$ cat src/inc/pmr_pkg.sv
// constants and types shared by the shutdown-source and rail-voltage register group
`default_nettype none
package pmr_pkg;
    // register offsets on the serial target port
    localparam logic [7:0] PMR_OFS_IRQ   = 8'h02;
    localparam logic [7:0] PMR_OFS_MASK  = 8'h03;
    localparam logic [7:0] PMR_OFS_FLAGS = 8'h05;
    localparam logic [7:0] PMR_OFS_RAIL1 = 8'h20;
    localparam logic [7:0] PMR_OFS_RAIL2 = 8'h21;
    localparam logic [7:0] PMR_OFS_RAIL3 = 8'h23;

    // field widths
    localparam int PMR_FLAG_W = 4;
    localparam int PMR_VID_W  = 7;

    // bit positions in the cause flags and the interrupt pair
    localparam int PMR_BIT_ENPIN = 3;
    localparam int PMR_BIT_UV    = 2;
    localparam int PMR_BIT_PF    = 1;
    localparam int PMR_BIT_CT    = 0;
    localparam int PMR_BIT_SDEV  = 3;

    // values after reset
    localparam logic [7:0] PMR_RST_RAIL1 = 8'h38;
    localparam logic [7:0] PMR_RST_RAIL2 = 8'h00;
    localparam logic [7:0] PMR_RST_RAIL3 = 8'h11;
    localparam logic [3:0] PMR_RST_FLAGS = 4'h0;
    localparam logic       PMR_RST_IRQ   = 1'b0;
    localparam logic       PMR_RST_MASK  = 1'b1;

    // reserved bits as they read back
    localparam logic [7:0] PMR_RSVD_IRQ  = 8'h00;
    localparam logic [7:0] PMR_RSVD_MASK = 8'hf7;
    localparam logic [7:0] PMR_RD_UNMAP  = 8'h00;

    // serial target: 7-bit address (value arbitrary), bits in a byte
    localparam logic [6:0] PMR_I2C_ADDR  = 7'h2a;
    localparam logic [3:0] PMR_BYTE_BITS = 4'h8;

    typedef enum logic [3:0] {
        PMR_ST_IDLE, PMR_ST_ADDR, PMR_ST_AACK, PMR_ST_PTR, PMR_ST_PACK,
        PMR_ST_WDATA, PMR_ST_WACK, PMR_ST_RDATA, PMR_ST_RDACK
    } pmr_i2c_state_t;
endpackage : pmr_pkg
`default_nettype wire

$ cat src/inc/pmr_regbus_if.sv
// internal register access path between the serial target and the register bank
`default_nettype none
interface pmr_regbus_if;
    logic       wr;
    logic [7:0] addr;
    logic [7:0] wdata;
    logic [7:0] rdata;

    modport target (output wr, output addr, output wdata, input rdata);
    modport bank   (input wr, input addr, input wdata, output rdata);
endinterface : pmr_regbus_if
`default_nettype wire

$ cat src/design/pmr_i2c_target.sv
// serial two-wire target: address match, register pointer, auto-increment reads and writes
`default_nettype none
module pmr_i2c_target (
    input  wire logic      clk,
    input  wire logic      rst,
    input  wire logic      scl_pin,
    input  wire logic      sda_in,
    output logic           sda_oe,
    pmr_regbus_if.target   bus
);
    import pmr_pkg::*;

    logic [1:0]     scl_s, next_scl_s, sda_s, next_sda_s;
    logic           scl_q, next_scl_q, sda_q, next_sda_q;
    logic           scl_r, scl_f, start, stop;
    pmr_i2c_state_t state, next_state;
    logic [3:0]     cnt, next_cnt;
    logic [7:0]     shreg, next_shreg, ptr, next_ptr;
    logic           rd, next_rd, oe, next_oe, wr, next_wr;

    // two-flop synchronisers; the second stage and a flop holding its previous value feed edge detection
    always_comb begin
        next_scl_s = {scl_s[0], scl_pin};
        next_sda_s = {sda_s[0], sda_in};
        next_scl_q = scl_s[1];
        next_sda_q = sda_s[1];
    end

    always_ff @(posedge clk) begin
        if (rst) begin
            scl_s <= 2'h3;
            sda_s <= 2'h3;
            scl_q <= 1'b1;
            sda_q <= 1'b1;
        end else begin
            scl_s <= next_scl_s;
            sda_s <= next_sda_s;
            scl_q <= next_scl_q;
            sda_q <= next_sda_q;
        end
    end

    assign scl_r = scl_s[1] & ~scl_q;
    assign scl_f = ~scl_s[1] & scl_q;
    assign start = scl_s[1] & scl_q & sda_q & ~sda_s[1];
    assign stop  = scl_s[1] & scl_q & ~sda_q & sda_s[1];

    // protocol sequencer; data changes only on scl falling edges
    always_comb begin
        next_state = state;
        next_cnt   = cnt;
        next_shreg = shreg;
        next_ptr   = ptr;
        next_rd    = rd;
        next_oe    = oe;
        next_wr    = 1'b0;
        if (start) begin
            next_state = PMR_ST_ADDR;
            next_cnt   = 4'h0;
            next_oe    = 1'b0;
        end else if (stop) begin
            next_state = PMR_ST_IDLE;
            next_oe    = 1'b0;
        end else if (scl_r) begin
            case (state)
                PMR_ST_ADDR, PMR_ST_PTR, PMR_ST_WDATA: begin
                    if (cnt < PMR_BYTE_BITS) begin
                        next_shreg = {shreg[6:0], sda_s[1]};
                        next_cnt   = cnt + 4'h1;
                    end
                end
                PMR_ST_RDACK: begin
                    if (sda_s[1]) begin
                        next_state = PMR_ST_IDLE; // controller ended the read
                    end
                end
                default: begin
                end
            endcase
        end else if (scl_f) begin
            case (state)
                PMR_ST_ADDR: begin
                    if (cnt == PMR_BYTE_BITS) begin
                        if (shreg[7:1] == PMR_I2C_ADDR) begin
                            next_oe    = 1'b1;
                            next_rd    = shreg[0];
                            next_state = PMR_ST_AACK;
                        end else begin
                            next_state = PMR_ST_IDLE;
                        end
                    end
                end
                PMR_ST_AACK, PMR_ST_RDACK: begin
                    if (state == PMR_ST_RDACK || rd) begin
                        next_shreg = bus.rdata;
                        next_oe    = ~bus.rdata[7];
                        next_cnt   = 4'h1;
                        next_state = PMR_ST_RDATA;
                    end else begin
                        next_oe    = 1'b0;
                        next_cnt   = 4'h0;
                        next_state = PMR_ST_PTR;
                    end
                end
                PMR_ST_PTR: begin
                    if (cnt == PMR_BYTE_BITS) begin
                        next_ptr   = shreg;
                        next_oe    = 1'b1;
                        next_state = PMR_ST_PACK;
                    end
                end
                PMR_ST_WDATA: begin
                    if (cnt == PMR_BYTE_BITS) begin
                        next_wr    = 1'b1;
                        next_oe    = 1'b1;
                        next_state = PMR_ST_WACK;
                    end
                end
                PMR_ST_PACK, PMR_ST_WACK: begin
                    if (state == PMR_ST_WACK) begin
                        next_ptr = ptr + 8'h01;
                    end
                    next_oe    = 1'b0;
                    next_cnt   = 4'h0;
                    next_state = PMR_ST_WDATA;
                end
                PMR_ST_RDATA: begin
                    if (cnt == PMR_BYTE_BITS) begin
                        next_oe    = 1'b0;
                        next_ptr   = ptr + 8'h01;
                        next_state = PMR_ST_RDACK;
                    end else begin
                        next_shreg = {shreg[6:0], 1'b0};
                        next_oe    = ~shreg[6];
                        next_cnt   = cnt + 4'h1;
                    end
                end
                default: begin
                end
            endcase
        end
    end

    always_ff @(posedge clk) begin
        if (rst) begin
            state <= PMR_ST_IDLE;
            cnt   <= 4'h0;
            shreg <= 8'h00;
            ptr   <= 8'h00;
            rd    <= 1'b0;
            oe    <= 1'b0;
            wr    <= 1'b0;
        end else begin
            state <= next_state;
            cnt   <= next_cnt;
            shreg <= next_shreg;
            ptr   <= next_ptr;
            rd    <= next_rd;
            oe    <= next_oe;
            wr    <= next_wr;
        end
    end

    assign sda_oe    = oe;
    assign bus.wr    = wr;
    assign bus.addr  = ptr;
    assign bus.wdata = shreg;
endmodule : pmr_i2c_target
`default_nettype wire

$ cat src/design/pmr_shutdown_rail_regs.sv
// shutdown-cause flags, shutdown interrupt bit and mask, and three rail voltage codes
// Functional notes
// - cause flags are set by the device and cleared only by writing one
// - enable pin deassertion sets the enable-pin shutdown flag, bit 3
// - undervoltage lockout shutdown sets flag bit 2
// - power fault shutdown sets flag bit 1
// - critical temperature shutdown sets flag bit 0
// - undervoltage, power fault or critical temperature also set the shutdown interrupt bit
// - rail 1 code in bits 6 to 0, resets to 0111000
// - rail 2 code at offset 21h resets to zero
// - rail 3 code resets to 0010001
// - code zero is valid; power goods stay high at code zero or sleep low
// - shutdown interrupt is bit 3 at 02h, cleared by writing one
// - its mask is bit 3 at 03h, resets to one, zero unmasks
`default_nettype none
module pmr_shutdown_rail_regs (
    input  wire logic                  clk,
    input  wire logic                  rst,
    input  wire logic                  scl_pin,
    input  wire logic                  sda_in,
    output logic                       sda_out,
    output logic                       sda_oe,
    input  wire logic                  device_enable_pin,
    input  wire logic                  sleep_s0_signal,
    input  wire logic                  undervoltage_trip,
    input  wire logic                  power_fault_trip,
    input  wire logic                  critical_temp_trip,
    input  wire logic [2:0]            rail_pg_raw,
    output logic [pmr_pkg::PMR_VID_W-1:0] rail1_voltage_field,
    output logic [pmr_pkg::PMR_VID_W-1:0] rail2_voltage_field,
    output logic [pmr_pkg::PMR_VID_W-1:0] rail3_voltage_field,
    output logic [2:0]                 power_good,
    output logic                       shutdown_irq_pending
);
    import pmr_pkg::*;

    pmr_regbus_if bus ();

    pmr_i2c_target u_target (
        .clk     (clk),
        .rst     (rst),
        .scl_pin (scl_pin),
        .sda_in  (sda_in),
        .sda_oe  (sda_oe),
        .bus     (bus.target)
    );

    // open-drain: only ever pull low
    assign sda_out = 1'b0;

    logic [1:0] pin_s1, next_pin_s1, pin_s2, next_pin_s2;
    logic       en_last, next_en_last;
    logic       en_fall, sleep_low;

    // pins cross in through two flops; bit 1 sleep, bit 0 enable
    always_comb begin
        next_pin_s1  = {sleep_s0_signal, device_enable_pin};
        next_pin_s2  = pin_s1;
        next_en_last = pin_s2[0];
    end

    always_ff @(posedge clk) begin
        if (rst) begin
            pin_s1  <= 2'h0;
            pin_s2  <= 2'h0;
            en_last <= 1'b0;
        end else begin
            pin_s1  <= next_pin_s1;
            pin_s2  <= next_pin_s2;
            en_last <= next_en_last;
        end
    end

    // a low pin at reset release is no shutdown, only a falling edge counts
    assign en_fall   = en_last & ~pin_s2[0];
    assign sleep_low = ~pin_s2[1];

    logic [PMR_FLAG_W-1:0] flags, next_flags, set_vec;
    logic                  irq_sd, next_irq_sd, mask_sd, next_mask_sd, next_pending;
    logic [7:0]            rail1, next_rail1, rail2, next_rail2, rail3, next_rail3;
    logic [2:0]            next_pg, code_zero;
    logic                  wr_flags, wr_irq, wr_mask, fault_trip;

    // register writes and hardware sets; a set always beats a same-cycle clear
    always_comb begin
        wr_flags   = bus.wr && (bus.addr == PMR_OFS_FLAGS);
        wr_irq     = bus.wr && (bus.addr == PMR_OFS_IRQ);
        wr_mask    = bus.wr && (bus.addr == PMR_OFS_MASK);
        fault_trip = undervoltage_trip | power_fault_trip | critical_temp_trip;
        set_vec    = {en_fall, undervoltage_trip, power_fault_trip, critical_temp_trip};
        next_flags = flags;
        if (wr_flags) begin
            next_flags = flags & ~bus.wdata[PMR_FLAG_W-1:0];
        end
        next_flags  = next_flags | set_vec;
        next_irq_sd = irq_sd;
        if (wr_irq && bus.wdata[PMR_BIT_SDEV]) begin
            next_irq_sd = 1'b0;
        end
        if (fault_trip) begin
            next_irq_sd = 1'b1;
        end
        next_mask_sd = wr_mask ? bus.wdata[PMR_BIT_SDEV] : mask_sd;
        next_pending = next_irq_sd & ~next_mask_sd;
        next_rail1   = (bus.wr && bus.addr == PMR_OFS_RAIL1) ? bus.wdata : rail1;
        next_rail2   = (bus.wr && bus.addr == PMR_OFS_RAIL2) ? bus.wdata : rail2;
        next_rail3   = (bus.wr && bus.addr == PMR_OFS_RAIL3) ? bus.wdata : rail3;
        code_zero    = {next_rail3[PMR_VID_W-1:0] == '0, next_rail2[PMR_VID_W-1:0] == '0,
                        next_rail1[PMR_VID_W-1:0] == '0};
        // power good is forced high at code zero or during sleep
        next_pg      = rail_pg_raw | code_zero | {3{sleep_low}};
    end

    always_ff @(posedge clk) begin
        if (rst) begin
            flags                <= PMR_RST_FLAGS;
            irq_sd               <= PMR_RST_IRQ;
            mask_sd              <= PMR_RST_MASK;
            rail1                <= PMR_RST_RAIL1;
            rail2                <= PMR_RST_RAIL2;
            rail3                <= PMR_RST_RAIL3;
            power_good           <= 3'h7;
            shutdown_irq_pending <= 1'b0;
        end else begin
            flags                <= next_flags;
            irq_sd               <= next_irq_sd;
            mask_sd              <= next_mask_sd;
            rail1                <= next_rail1;
            rail2                <= next_rail2;
            rail3                <= next_rail3;
            power_good           <= next_pg;
            shutdown_irq_pending <= next_pending;
        end
    end

    // read-back; no read has a side effect, unmapped offsets read zero
    always_comb begin
        case (bus.addr)
            PMR_OFS_IRQ:   bus.rdata = PMR_RSVD_IRQ | (8'(irq_sd) << PMR_BIT_SDEV);
            PMR_OFS_MASK:  bus.rdata = PMR_RSVD_MASK | (8'(mask_sd) << PMR_BIT_SDEV);
            PMR_OFS_FLAGS: bus.rdata = {4'h0, flags};
            PMR_OFS_RAIL1: bus.rdata = rail1;
            PMR_OFS_RAIL2: bus.rdata = rail2;
            PMR_OFS_RAIL3: bus.rdata = rail3;
            default:       bus.rdata = PMR_RD_UNMAP;
        endcase
    end

    assign rail1_voltage_field = rail1[PMR_VID_W-1:0];
    assign rail2_voltage_field = rail2[PMR_VID_W-1:0];
    assign rail3_voltage_field = rail3[PMR_VID_W-1:0];
endmodule : pmr_shutdown_rail_regs
`default_nettype wire

$ cat config.mk
export PLATFORM = sky130hd
export DESIGN_NAME = pmr_shutdown_rail_regs
export DESIGN_NICKNAME = d
export VERILOG_FILES = /design/src/inc/pmr_pkg.sv /design/src/inc/pmr_regbus_if.sv /design/src/design/pmr_i2c_target.sv /design/src/design/pmr_shutdown_rail_regs.sv
export SDC_FILE = /design/constraint.sdc
export NUM_CORES = 1
export LEC_CHECK = 0
export BUFFER_PORTS_ARGS = -buffer_cell sky130_fd_sc_hd__buf_2
export CORE_MARGIN = 1
export CORE_UTILIZATION = 52
export CTS_CLUSTER_DIAMETER = 150
export DETAILED_ROUTE_END_ITERATION = 10
export HOLD_SLACK_MARGIN = 0.03
export MAX_ROUTING_LAYER = met4
export PLACE_DENSITY_LB_ADDON = 0.12
export SLEW_MARGIN = 20
export SYNTH_ARGS = -nofsm -noshare
export SYNTH_HDL_FRONTEND = slang
export SYNTH_HIERARCHICAL = 1
export SYNTH_SLANG_ARGS = --single-unit
$ cat constraint.sdc
create_clock -name clk -period 3.3 [get_ports clk]
set_clock_uncertainty 0.15 [all_clocks]
set_input_delay 0.165 -clock clk [delete_from_list [all_inputs] [get_ports clk]]
set_output_delay 0.165 -clock clk [all_outputs]
set_load 0.01 [all_outputs]
==> flow_summary_export.csv, run 1 <==
group,metric,value,unit
die,boundaryPins,39,
critical_path,crit_path_start_kind,"flop",
outcome,status,"finished, final reports clean",
cts,numCtsBuffers,9,
yosys,synth_most_common_cell,"dfxtp_1",
pwr,pwr-share-comb,0.052,
yosys,syn-num-nets,519,
yosys,ys_warn_count,6,
route,drc,0,
critical_path,required,3.41,ns
pwr,p_leak,1.70,nW
global_route,antenna_found_initial,0,
pwr,intPower,1.19,mW
die,core_area,7690,µm²
pwr,swShare,0.257,
cts,cts_resized,0,
cts,cts.path.max_buffers,2,
pwr,p_total,1.60,mW
flow_run,cap_viol_max_count,0,
pwr,clkPwrFrac,0.392,
die,fp.dieArea,8260,µm²
route,drt_iter0_drc,255,
critical_path,cp_max_fo,20,
placed_design,place_area,4090,µm²
finish,antenna_cells,0,
cts,clock_latency,0.35,ns
finish,drive_gt1_frac,0.134,
placed_design,gp_congestion,0.901,
placed_design,placed_cells,589,
yosys,synth_top_area_share,0.351,
finish,areaGrowthSynthToFinish,6.88,%
global_route,grt_max_degree,57,
placed_design,port_buffers,37,
pwr,seq_power_share,0.556,
yosys,ys_top_cells_by_count,"dfxtp_1, nor2_1, nand2_1, mux2i_1, a21oi_1",
timing,max_freq,377,MHz
critical_path,arrival,2.76,ns
finish,postLayoutCoreUtil,0.571,
worst_hold_path,hold_class,"reg -> reg",
critical_path,critPathKind,"reg -> reg",
placed_design,dpl.hpwl,6570,µm
critical_path,critPathBufInv,0,
yosys,ys_async_sr_fraction,0,
global_route,grt_pass1_vias,3146,
timing,finalCritPeriodShare,0.803,
timing,max_slew_margin,0.382,
route,first_pass_iters,5,
cts,clk_pin_slew,0.08,ns
route,viasPerCell,5.87,
yosys,synthCells,501,
pwr,irDropWorstVdd,0.000246,V
die,fp.dieH,90.9,µm
timing,period_minus_slack,2.65,ns
critical_path,crit_path_cell_trace,"nand4b_1 -> a32oi_1 -> nor4b_4 -> nor2_1 -> a311oi_2",
timing,hold_slack,0.262,ns
cts,cts.sink_count,72,
yosys,avgSynthCellArea,8.20,µm²
cts,cts_root_buf,"clkbuf_8",
die,rows,32,
critical_path,cp_top_family,"simple AND/OR/NAND/NOR gates",
global_route,grt_overflow_total,0,
die,initial_utilization,0.535,
timing,setup_violations,0,
yosys,synth_area,4110,µm²
finish,fin_cells,618,
pwr,p_per_area,365,nW/µm²
finish,nets,529,
yosys,ys_ff_latch,72,
critical_path,cp_slowest_stage_delay,0.76,ns
timing,finalHoldViolations,0,
route,ant_nets,0,
timing,grt_setup_unrepaired,"no",
yosys,seq_area_frac_synth,0.351,
cts,postCtsSetupBuffers,0,
yosys,synthDistinctLibCells,65,
global_route,grt_pass1_wl,16000,µm
die,die_w,90.9,µm
route,wl_per_cell,16.0,µm
yosys,synth_area_leaders,"dfxtp_1, mux2i_1, nor2_1",
global_route,grt_use_total,0.250,
route,routed_wl,9900,µm
cts,cts_hold_buffers,13,
timing,worst_slack,0.650,ns
cts,cts_tree,"done",
timing,tns,0,ns
critical_path,cp_slowest_cell,"dfxtp_1",
yosys,synth_enable_flop_cells,0,
cts,h-tree-depth,3,
pwr,p_switching,0.412,mW
timing,slew_violations,0,
route,vias,3628,
placed_design,dpl_worst_slack,0.750,ns
yosys,post-synth-top-area-cell,"dfxtp_1",
yosys,synth_flop_cell,"dfxtp_1",
timing,worst_pin_slew,0.926,ns
finish,finish.instance_area,4390,µm²
critical_path,end_kind,"flop",
## cells in the final DEF, fill, tap and decap left out, types with 3 or more instances in the layout
cell type | synthesis | layout
inv_1 | 13 | 13
buf_2 | 5 | 37
ha_1 | 6 | 6
o21ai_0 | 19 | 19
nand2_1 | 44 | 44
and2_1 | 6 | 6
a22oi_1 | 5 | 5
nor2b_1 | 17 | 17
dfxtp_1 | 72 | 72
nor3_1 | 11 | 11
or2_2 | 6 | 6
nand2b_1 | 9 | 9
dlygate4sd3_1 | 0 | 13
or3_1 | 4 | 4
clkinvlp_4 | 0 | 3
clkbuf_8 | 0 | 9
a31oi_1 | 6 | 6
mux2i_1 | 31 | 31
nor2_1 | 66 | 66
and3_1 | 3 | 3
a211o_1 | 6 | 6
a311oi_1 | 7 | 7
nor4_1 | 7 | 7
o211ai_1 | 5 | 5
nand3_1 | 17 | 17
nand4_1 | 8 | 8
o21a_1 | 3 | 3
a21oi_1 | 28 | 28
a21o_1 | 5 | 5
nand4b_1 | 3 | 3
## state kept, by name, summed over array words and instances, names as in the netlist, 2 cells and up
name and cells:
rail1 8, rail2 8, rail3 8, u_target/bus.addr 8, u_target/bus.wdata 8, flags 4
u_target/cnt 4, u_target/state 4, power_good 3, next_pin_s2 2, pin_s2 2, u_target/scl_s 2
u_target/sda_s 2
## cells by family after synthesis
logic type	after synthesis	share of synthesized area
fa+ha+maj	6	0.0183
xor+xnor	1	0.00213
simple gates	217	0.276
compound gates	108	0.182
mux	31	0.0755
buf+inv	65	0.0947
flops	72	0.351
other cells	1	0.000912
## power groups by stage
stage / logic (mW) / registers, mW / clock network (mW)
2_1_floorplan: 0.0559 / 0.905 / 0
3_3_place_gp: 0.0699 / 0.911 / 0
3_5_place_dp: 0.0701 / 0.911 / 0
4_1_cts: 0.0815 / 0.891 / 0.646
5_1_grt: 0.0924 / 0.893 / 0.679
6_report: 0.0827 / 0.891 / 0.629
## layer usage
metal	global-route usage	vias to the layer above	part of all wire
met1	0.349	1694	0.49
li1	-	1792	-
met5	-	-	0
met2	0.364	125	0.43
met3	0.0530	17	0.058
met4	0.0741	0	0.020
## path summary, 6_finish.rpt
kind | startpoint | end | slack, ns | depth (start not counted)
setup / recovery | u_target/state[0] | u_target/bus.wdata[6] | 0.65 | 5
hold / removal | u_target/sda_s[0] | u_target/sda_s[1] | 0.26 | 1
setup reg to reg | u_target/state[0] | u_target/bus.wdata[6] | 0.65 | 5
hold reg to reg | u_target/sda_s[0] | u_target/sda_s[1] | 0.26 | 1
## layout make-up
| class | instances | area (µm²) |
|---|---|---|
| Fill cell | 744 | 3290 |
| Tap cell | 102 | 128 |
| Clock buffer | 10 | 128 |
| Timing Repair Buffer | 51 | 323 |
| Multi-Input combinational cell | 364 | 2280 |
| Inverter | 13 | 48.8 |
| Clock inverter | 6 | 45.0 |
| Sequential cell | 72 | 1440 |
No activity file was read; power rests on OpenSTA's default activity.
==> inputs of run 2 (changes only) <==
==> constraint.sdc (replaced) <==
create_clock -name clk -period 2.2 [get_ports clk]
set_clock_uncertainty 0.15 [all_clocks]
set_input_delay 0.11 -clock clk [delete_from_list [all_inputs] [get_ports clk]]
set_output_delay 0.11 -clock clk [all_outputs]
set_load 0.01 [all_outputs]
==> flow_summary_export.csv, run 2 (synthesis results as in run 1) <==
group,metric,value,unit
cts,h-tree-depth,3,
timing,period_minus_slack,2.10,ns
cts,clock_latency,0.36,ns
critical_path,crit_path_start_kind,"flop",
outcome,status,"finished, final reports clean",
global_route,grt_max_degree,59,
cts,postCtsSetupBuffers,0,
timing,setup_violations,0,
cts,clk_pin_slew,0.08,ns
route,drt_iter0_drc,299,
cts,numCtsBuffers,9,
cts,cts.sink_count,72,
finish,areaGrowthSynthToFinish,14.2,%
placed_design,gp_congestion,0.943,
global_route,antenna_found_initial,0,
die,initial_utilization,0.535,
die,fp.dieArea,8260,µm²
timing,slew_violations,0,
route,vias,3727,
die,fp.dieH,90.9,µm
finish,postLayoutCoreUtil,0.611,
pwr,p_per_area,554,nW/µm²
finish,nets,559,
pwr,p_total,2.60,mW
flow_run,cap_viol_max_count,0,
placed_design,dpl_worst_slack,0.102,ns
die,die_w,90.9,µm
route,first_pass_iters,5,
route,drc,0,
cts,cts_tree,"done",
placed_design,dpl.hpwl,7110,µm
die,boundaryPins,39,
route,routed_wl,10300,µm
global_route,grt_overflow_total,0,
timing,max_freq,477,MHz
route,wl_per_cell,15.8,µm
finish,mostFrequentLayoutCell,"dfxtp_1",
route,viasPerCell,5.75,
cts,cts_root_buf,"clkbuf_8",
global_route,grt_use_total,0.265,
timing,grt_setup_unrepaired,"yes",
critical_path,arrival,2.21,ns
finish,mostFrequentLayoutCells,"dfxtp_1, nor2_1, nand2_1",
finish,antenna_cells,0,
timing,worst_pin_slew,0.606,ns
critical_path,cp_max_fo,16,
critical_path,end_kind,"flop",
pwr,p_leak,1.89,nW
placed_design,port_buffers,37,
timing,finalHoldViolations,0,
critical_path,critPathKind,"reg -> reg",
worst_hold_path,hold_class,"reg -> reg",
die,rows,32,
die,core_area,7690,µm²
timing,finalCritPeriodShare,0.953,
global_route,grt_pass1_vias,3442,
cts,cts.path.max_buffers,2,
finish,drive_gt1_frac,0.196,
timing,worst_slack,0.104,ns
timing,max_slew_margin,0.594,
timing,tns,0,ns
route,ant_nets,0,
timing,hold_slack,0.266,ns
pwr,irDropWorstVdd,0.000413,V
critical_path,required,2.31,ns
global_route,grt_pass1_wl,17000,µm
## run 2: changes by cell type in the layout (fill, tap and decap cells not counted), moves of 2 or more
cell / previous run / this run
buf_4: 1 / 31
buf_12: 0 / 2
clkinvlp_4: 3 / 1
dfxtp_1: 72 / 70
dfxtp_2: 0 / 2
dlygate4sd3_1: 13 / 11
nor2_1: 66 / 64
nor2_2: 0 / 2
## run 2: repair_timing
action	in CTS	in global routing
endpoints found under the hold margin	16	0
gates resized for setup	0	6
endpoints found under the setup margin	0	13
hold buffers	11	0
## run 2: worst paths after layout
path | from | to | slack, ns | depth (start not counted)
max | u_target/scl_s[1] | u_target/bus.wdata[3] | 0.10 | 8
min | u_target/scl_s[0] | u_target/scl_s[1] | 0.27 | 1
max reg2reg | u_target/scl_s[1] | u_target/bus.wdata[3] | 0.10 | 8
min reg2reg | u_target/scl_s[0] | u_target/scl_s[1] | 0.27 | 1
## run 2: power breakdown
group,switching [mW],internal (mW)
Combinational,0.0774,0.0613
Clock,0.557,0.573
Sequential,0.0136,1.32
Total,0.648,1.95
## run 2: layer usage
layer / wire length (µm) / track usage
met1: 5110 / 0.376
met2: 4530 / 0.376
met3: 463 / 0.0455
met4: 144 / 0.101
met5: 0 / -
## run 2: critical path, cell delays in order (launching register included)
cell      delay, ns
dfxtp_2        0.35
inv_1          0.05
ha_1           0.35
nor2_2         0.13
a31oi_2        0.13
nor4b_4        0.36
buf_12         0.19
nor2_1         0.05
a311oi_1       0.25
## run 2: stage by stage
step / std cells / area, µm²
floorplan: 501 / 4110
detailed placement: 621 / 4360
finish: 648 / 4690
global placement: 621 / 4360
global route: 648 / 4690
CTS: 648 / 4680
## run 2: final cells by class
type                    count  area (µm²)
clock buffers              10         138
clock inverters             6        75.1
fillers                   705        2990
inverters                  13        48.8
multi-input cells         364        2290
flip-flops and latches     72        1440
well taps                 102         128
repair buffers             81         568
==> inputs of run 3 (changes only) <==
--- a/config.mk
+++ b/config.mk
@@ -6,7 +6,7 @@
 export NUM_CORES = 1
 export LEC_CHECK = 0
 export BUFFER_PORTS_ARGS = -buffer_cell sky130_fd_sc_hd__buf_2
-export CORE_MARGIN = 1
+export CORE_MARGIN = 2
 export CORE_UTILIZATION = 52
 export CTS_CLUSTER_DIAMETER = 150
 export DETAILED_ROUTE_END_ITERATION = 10
==> flow_summary_export.csv, run 3 (synthesis results as in run 1) <==
group,metric,value,unit
timing,slew_violations,0,
critical_path,critPathKind,"reg -> reg",
global_route,antenna_found_initial,0,
pwr,p_leak,1.90,nW
route,drc,0,
timing,worst_slack,0.0737,ns
timing,worst_pin_slew,0.656,ns
die,initial_utilization,0.535,
global_route,grt_use_total,0.252,
timing,finalCritPeriodShare,0.966,
critical_path,cp_slowest_stage_delay,0.43,ns
finish,mostFrequentLayoutCells,"dfxtp_1, nor2_1, nand2_1",
die,boundaryPins,39,
timing,period_minus_slack,2.13,ns
global_route,grt_overflow_total,0,
route,drt_iter0_drc,290,
placed_design,dpl_worst_slack,0.0972,ns
route,routed_wl,10400,µm
critical_path,arrival,2.25,ns
placed_design,dpl.hpwl,7140,µm
finish,nets,559,
placed_design,port_buffers,37,
timing,hold_slack,0.262,ns
flow_run,cap_viol_max_count,0,
route,viasPerCell,5.80,
pwr,p_per_area,579,nW/µm²
timing,grt_setup_unrepaired,"yes",
critical_path,rrSetupSlack,0.07,ns
die,rows,32,
worst_hold_path,hold_class,"reg -> reg",
finish,fillers,706,
cts,h-tree-depth,3,
timing,finalHoldViolations,0,
finish,areaGrowthSynthToFinish,14.6,%
critical_path,cp_slowest_cell,"a2111oi_1",
global_route,grt_max_degree,59,
global_route,grt_pass1_wl,17000,µm
global_route,grt_pass1_vias,3437,
critical_path,cp_max_fo,7,
cts,cts.sink_count,72,
cts,cts.path.max_buffers,2,
timing,setup_violations,0,
cts,clock_latency,0.35,ns
pwr,irDropWorstVdd,0.000464,V
critical_path,crit_path_start_kind,"flop",
timing,max_freq,470,MHz
pwr,p_total,2.73,mW
cts,numCtsBuffers,9,
timing,max_slew_margin,0.561,
cts,cts_root_buf,"clkbuf_8",
critical_path,cp.depth,7,
die,die_w,92.9,µm
critical_path,crit_path_cell_trace,"inv_1 -> ha_2 -> nand2b_1 -> a2111oi_1 -> a31oi_1 -> or3_1 -> a21oi_1",
die,fp.dieH,92.9,µm
worst_hold_path,hold_path_depth,1,
placed_design,gp_congestion,0.904,
outcome,status,"finished, final reports clean",
critical_path,end_kind,"flop",
critical_path,required,2.32,ns
finish,mostFrequentLayoutCell,"dfxtp_1",
die,core_area,7690,µm²
cts,clk_pin_slew,0.08,ns
finish,drive_gt1_frac,0.194,
route,ant_nets,0,
critical_path,cp_top_family,"compound AO/OA/AOI/OAI gates",
die,fp.dieArea,8630,µm²
finish,antenna_cells,0,
cts,cts_tree,"done",
critical_path,critPathBufInv,1,
critical_path,reg2reg_depth,7,
route,wl_per_cell,16.1,µm
route,first_pass_iters,5,
route,vias,3760,
## run 3: cell types whose count changed in the layout (fill, tap and decap cells not counted), sizes merged
cell / change
bufinv: +1
clkinv: -1
clkinvlp: -1
inv: +1
## run 3: metrics by stage
stage                util  std cells  setup TNS (ns)  instance area, µm²
floorplan               -        501               0                4110
CTS                 0.611        647               0                4690
global route        0.613        648         -0.0890                4710
detailed placement  0.566        620               0                4350
global placement    0.566        620               0                4350
finish              0.613        648               0                4710
## run 3: repair_timing
item,in CTS,in global routing
endpoints found under the hold margin,16,0
resized for setup,0,5
hold buffers,11,0
buffers inserted,0,1
endpoints found under the setup margin,0,12
## run 3: area by class of cell
| cell class | count | area, µm² | share of cell area |
|---|---|---|---|
| Multi-Input combinational cell | 364 | 2290 | 0.485 |
| Sequential cell | 72 | 1440 | 0.307 |
| Timing Repair Buffer | 81 | 568 | 0.121 |
| Clock buffer | 10 | 138 | 0.0292 |
| Tap cell | 102 | 128 | 0.0271 |
| Clock inverter | 6 | 97.6 | 0.0207 |
| Inverter | 13 | 48.8 | 0.0104 |
## run 3: power breakdown
group          leakage (nW)  total, mW  switching (mW)  internal (mW)
registers             0.584       1.33          0.0130           1.32
logic                  1.20      0.137          0.0771         0.0600
clock network         0.120       1.26           0.567          0.690
## run 3: path summary, 6_finish.rpt
| kind | startpoint | to |
|---|---|---|
| worst max-delay path | u_target/scl_q | u_target/state[3] |
| worst min-delay path | u_target/scl_s[0] | u_target/scl_s[1] |
| worst max register to register | u_target/scl_q | u_target/state[3] |
| worst min register to register | u_target/scl_s[0] | u_target/scl_s[1] |
## run 3: per-layer routing
metal | GRT usage | part of all wire | vias up
met5 | - | 0 | -
met4 | 0.0711 | 0.0096 | 0
met3 | 0.0407 | 0.055 | 12
met2 | 0.362 | 0.45 | 131
met1 | 0.365 | 0.49 | 1764
li1 | - | - | 1853
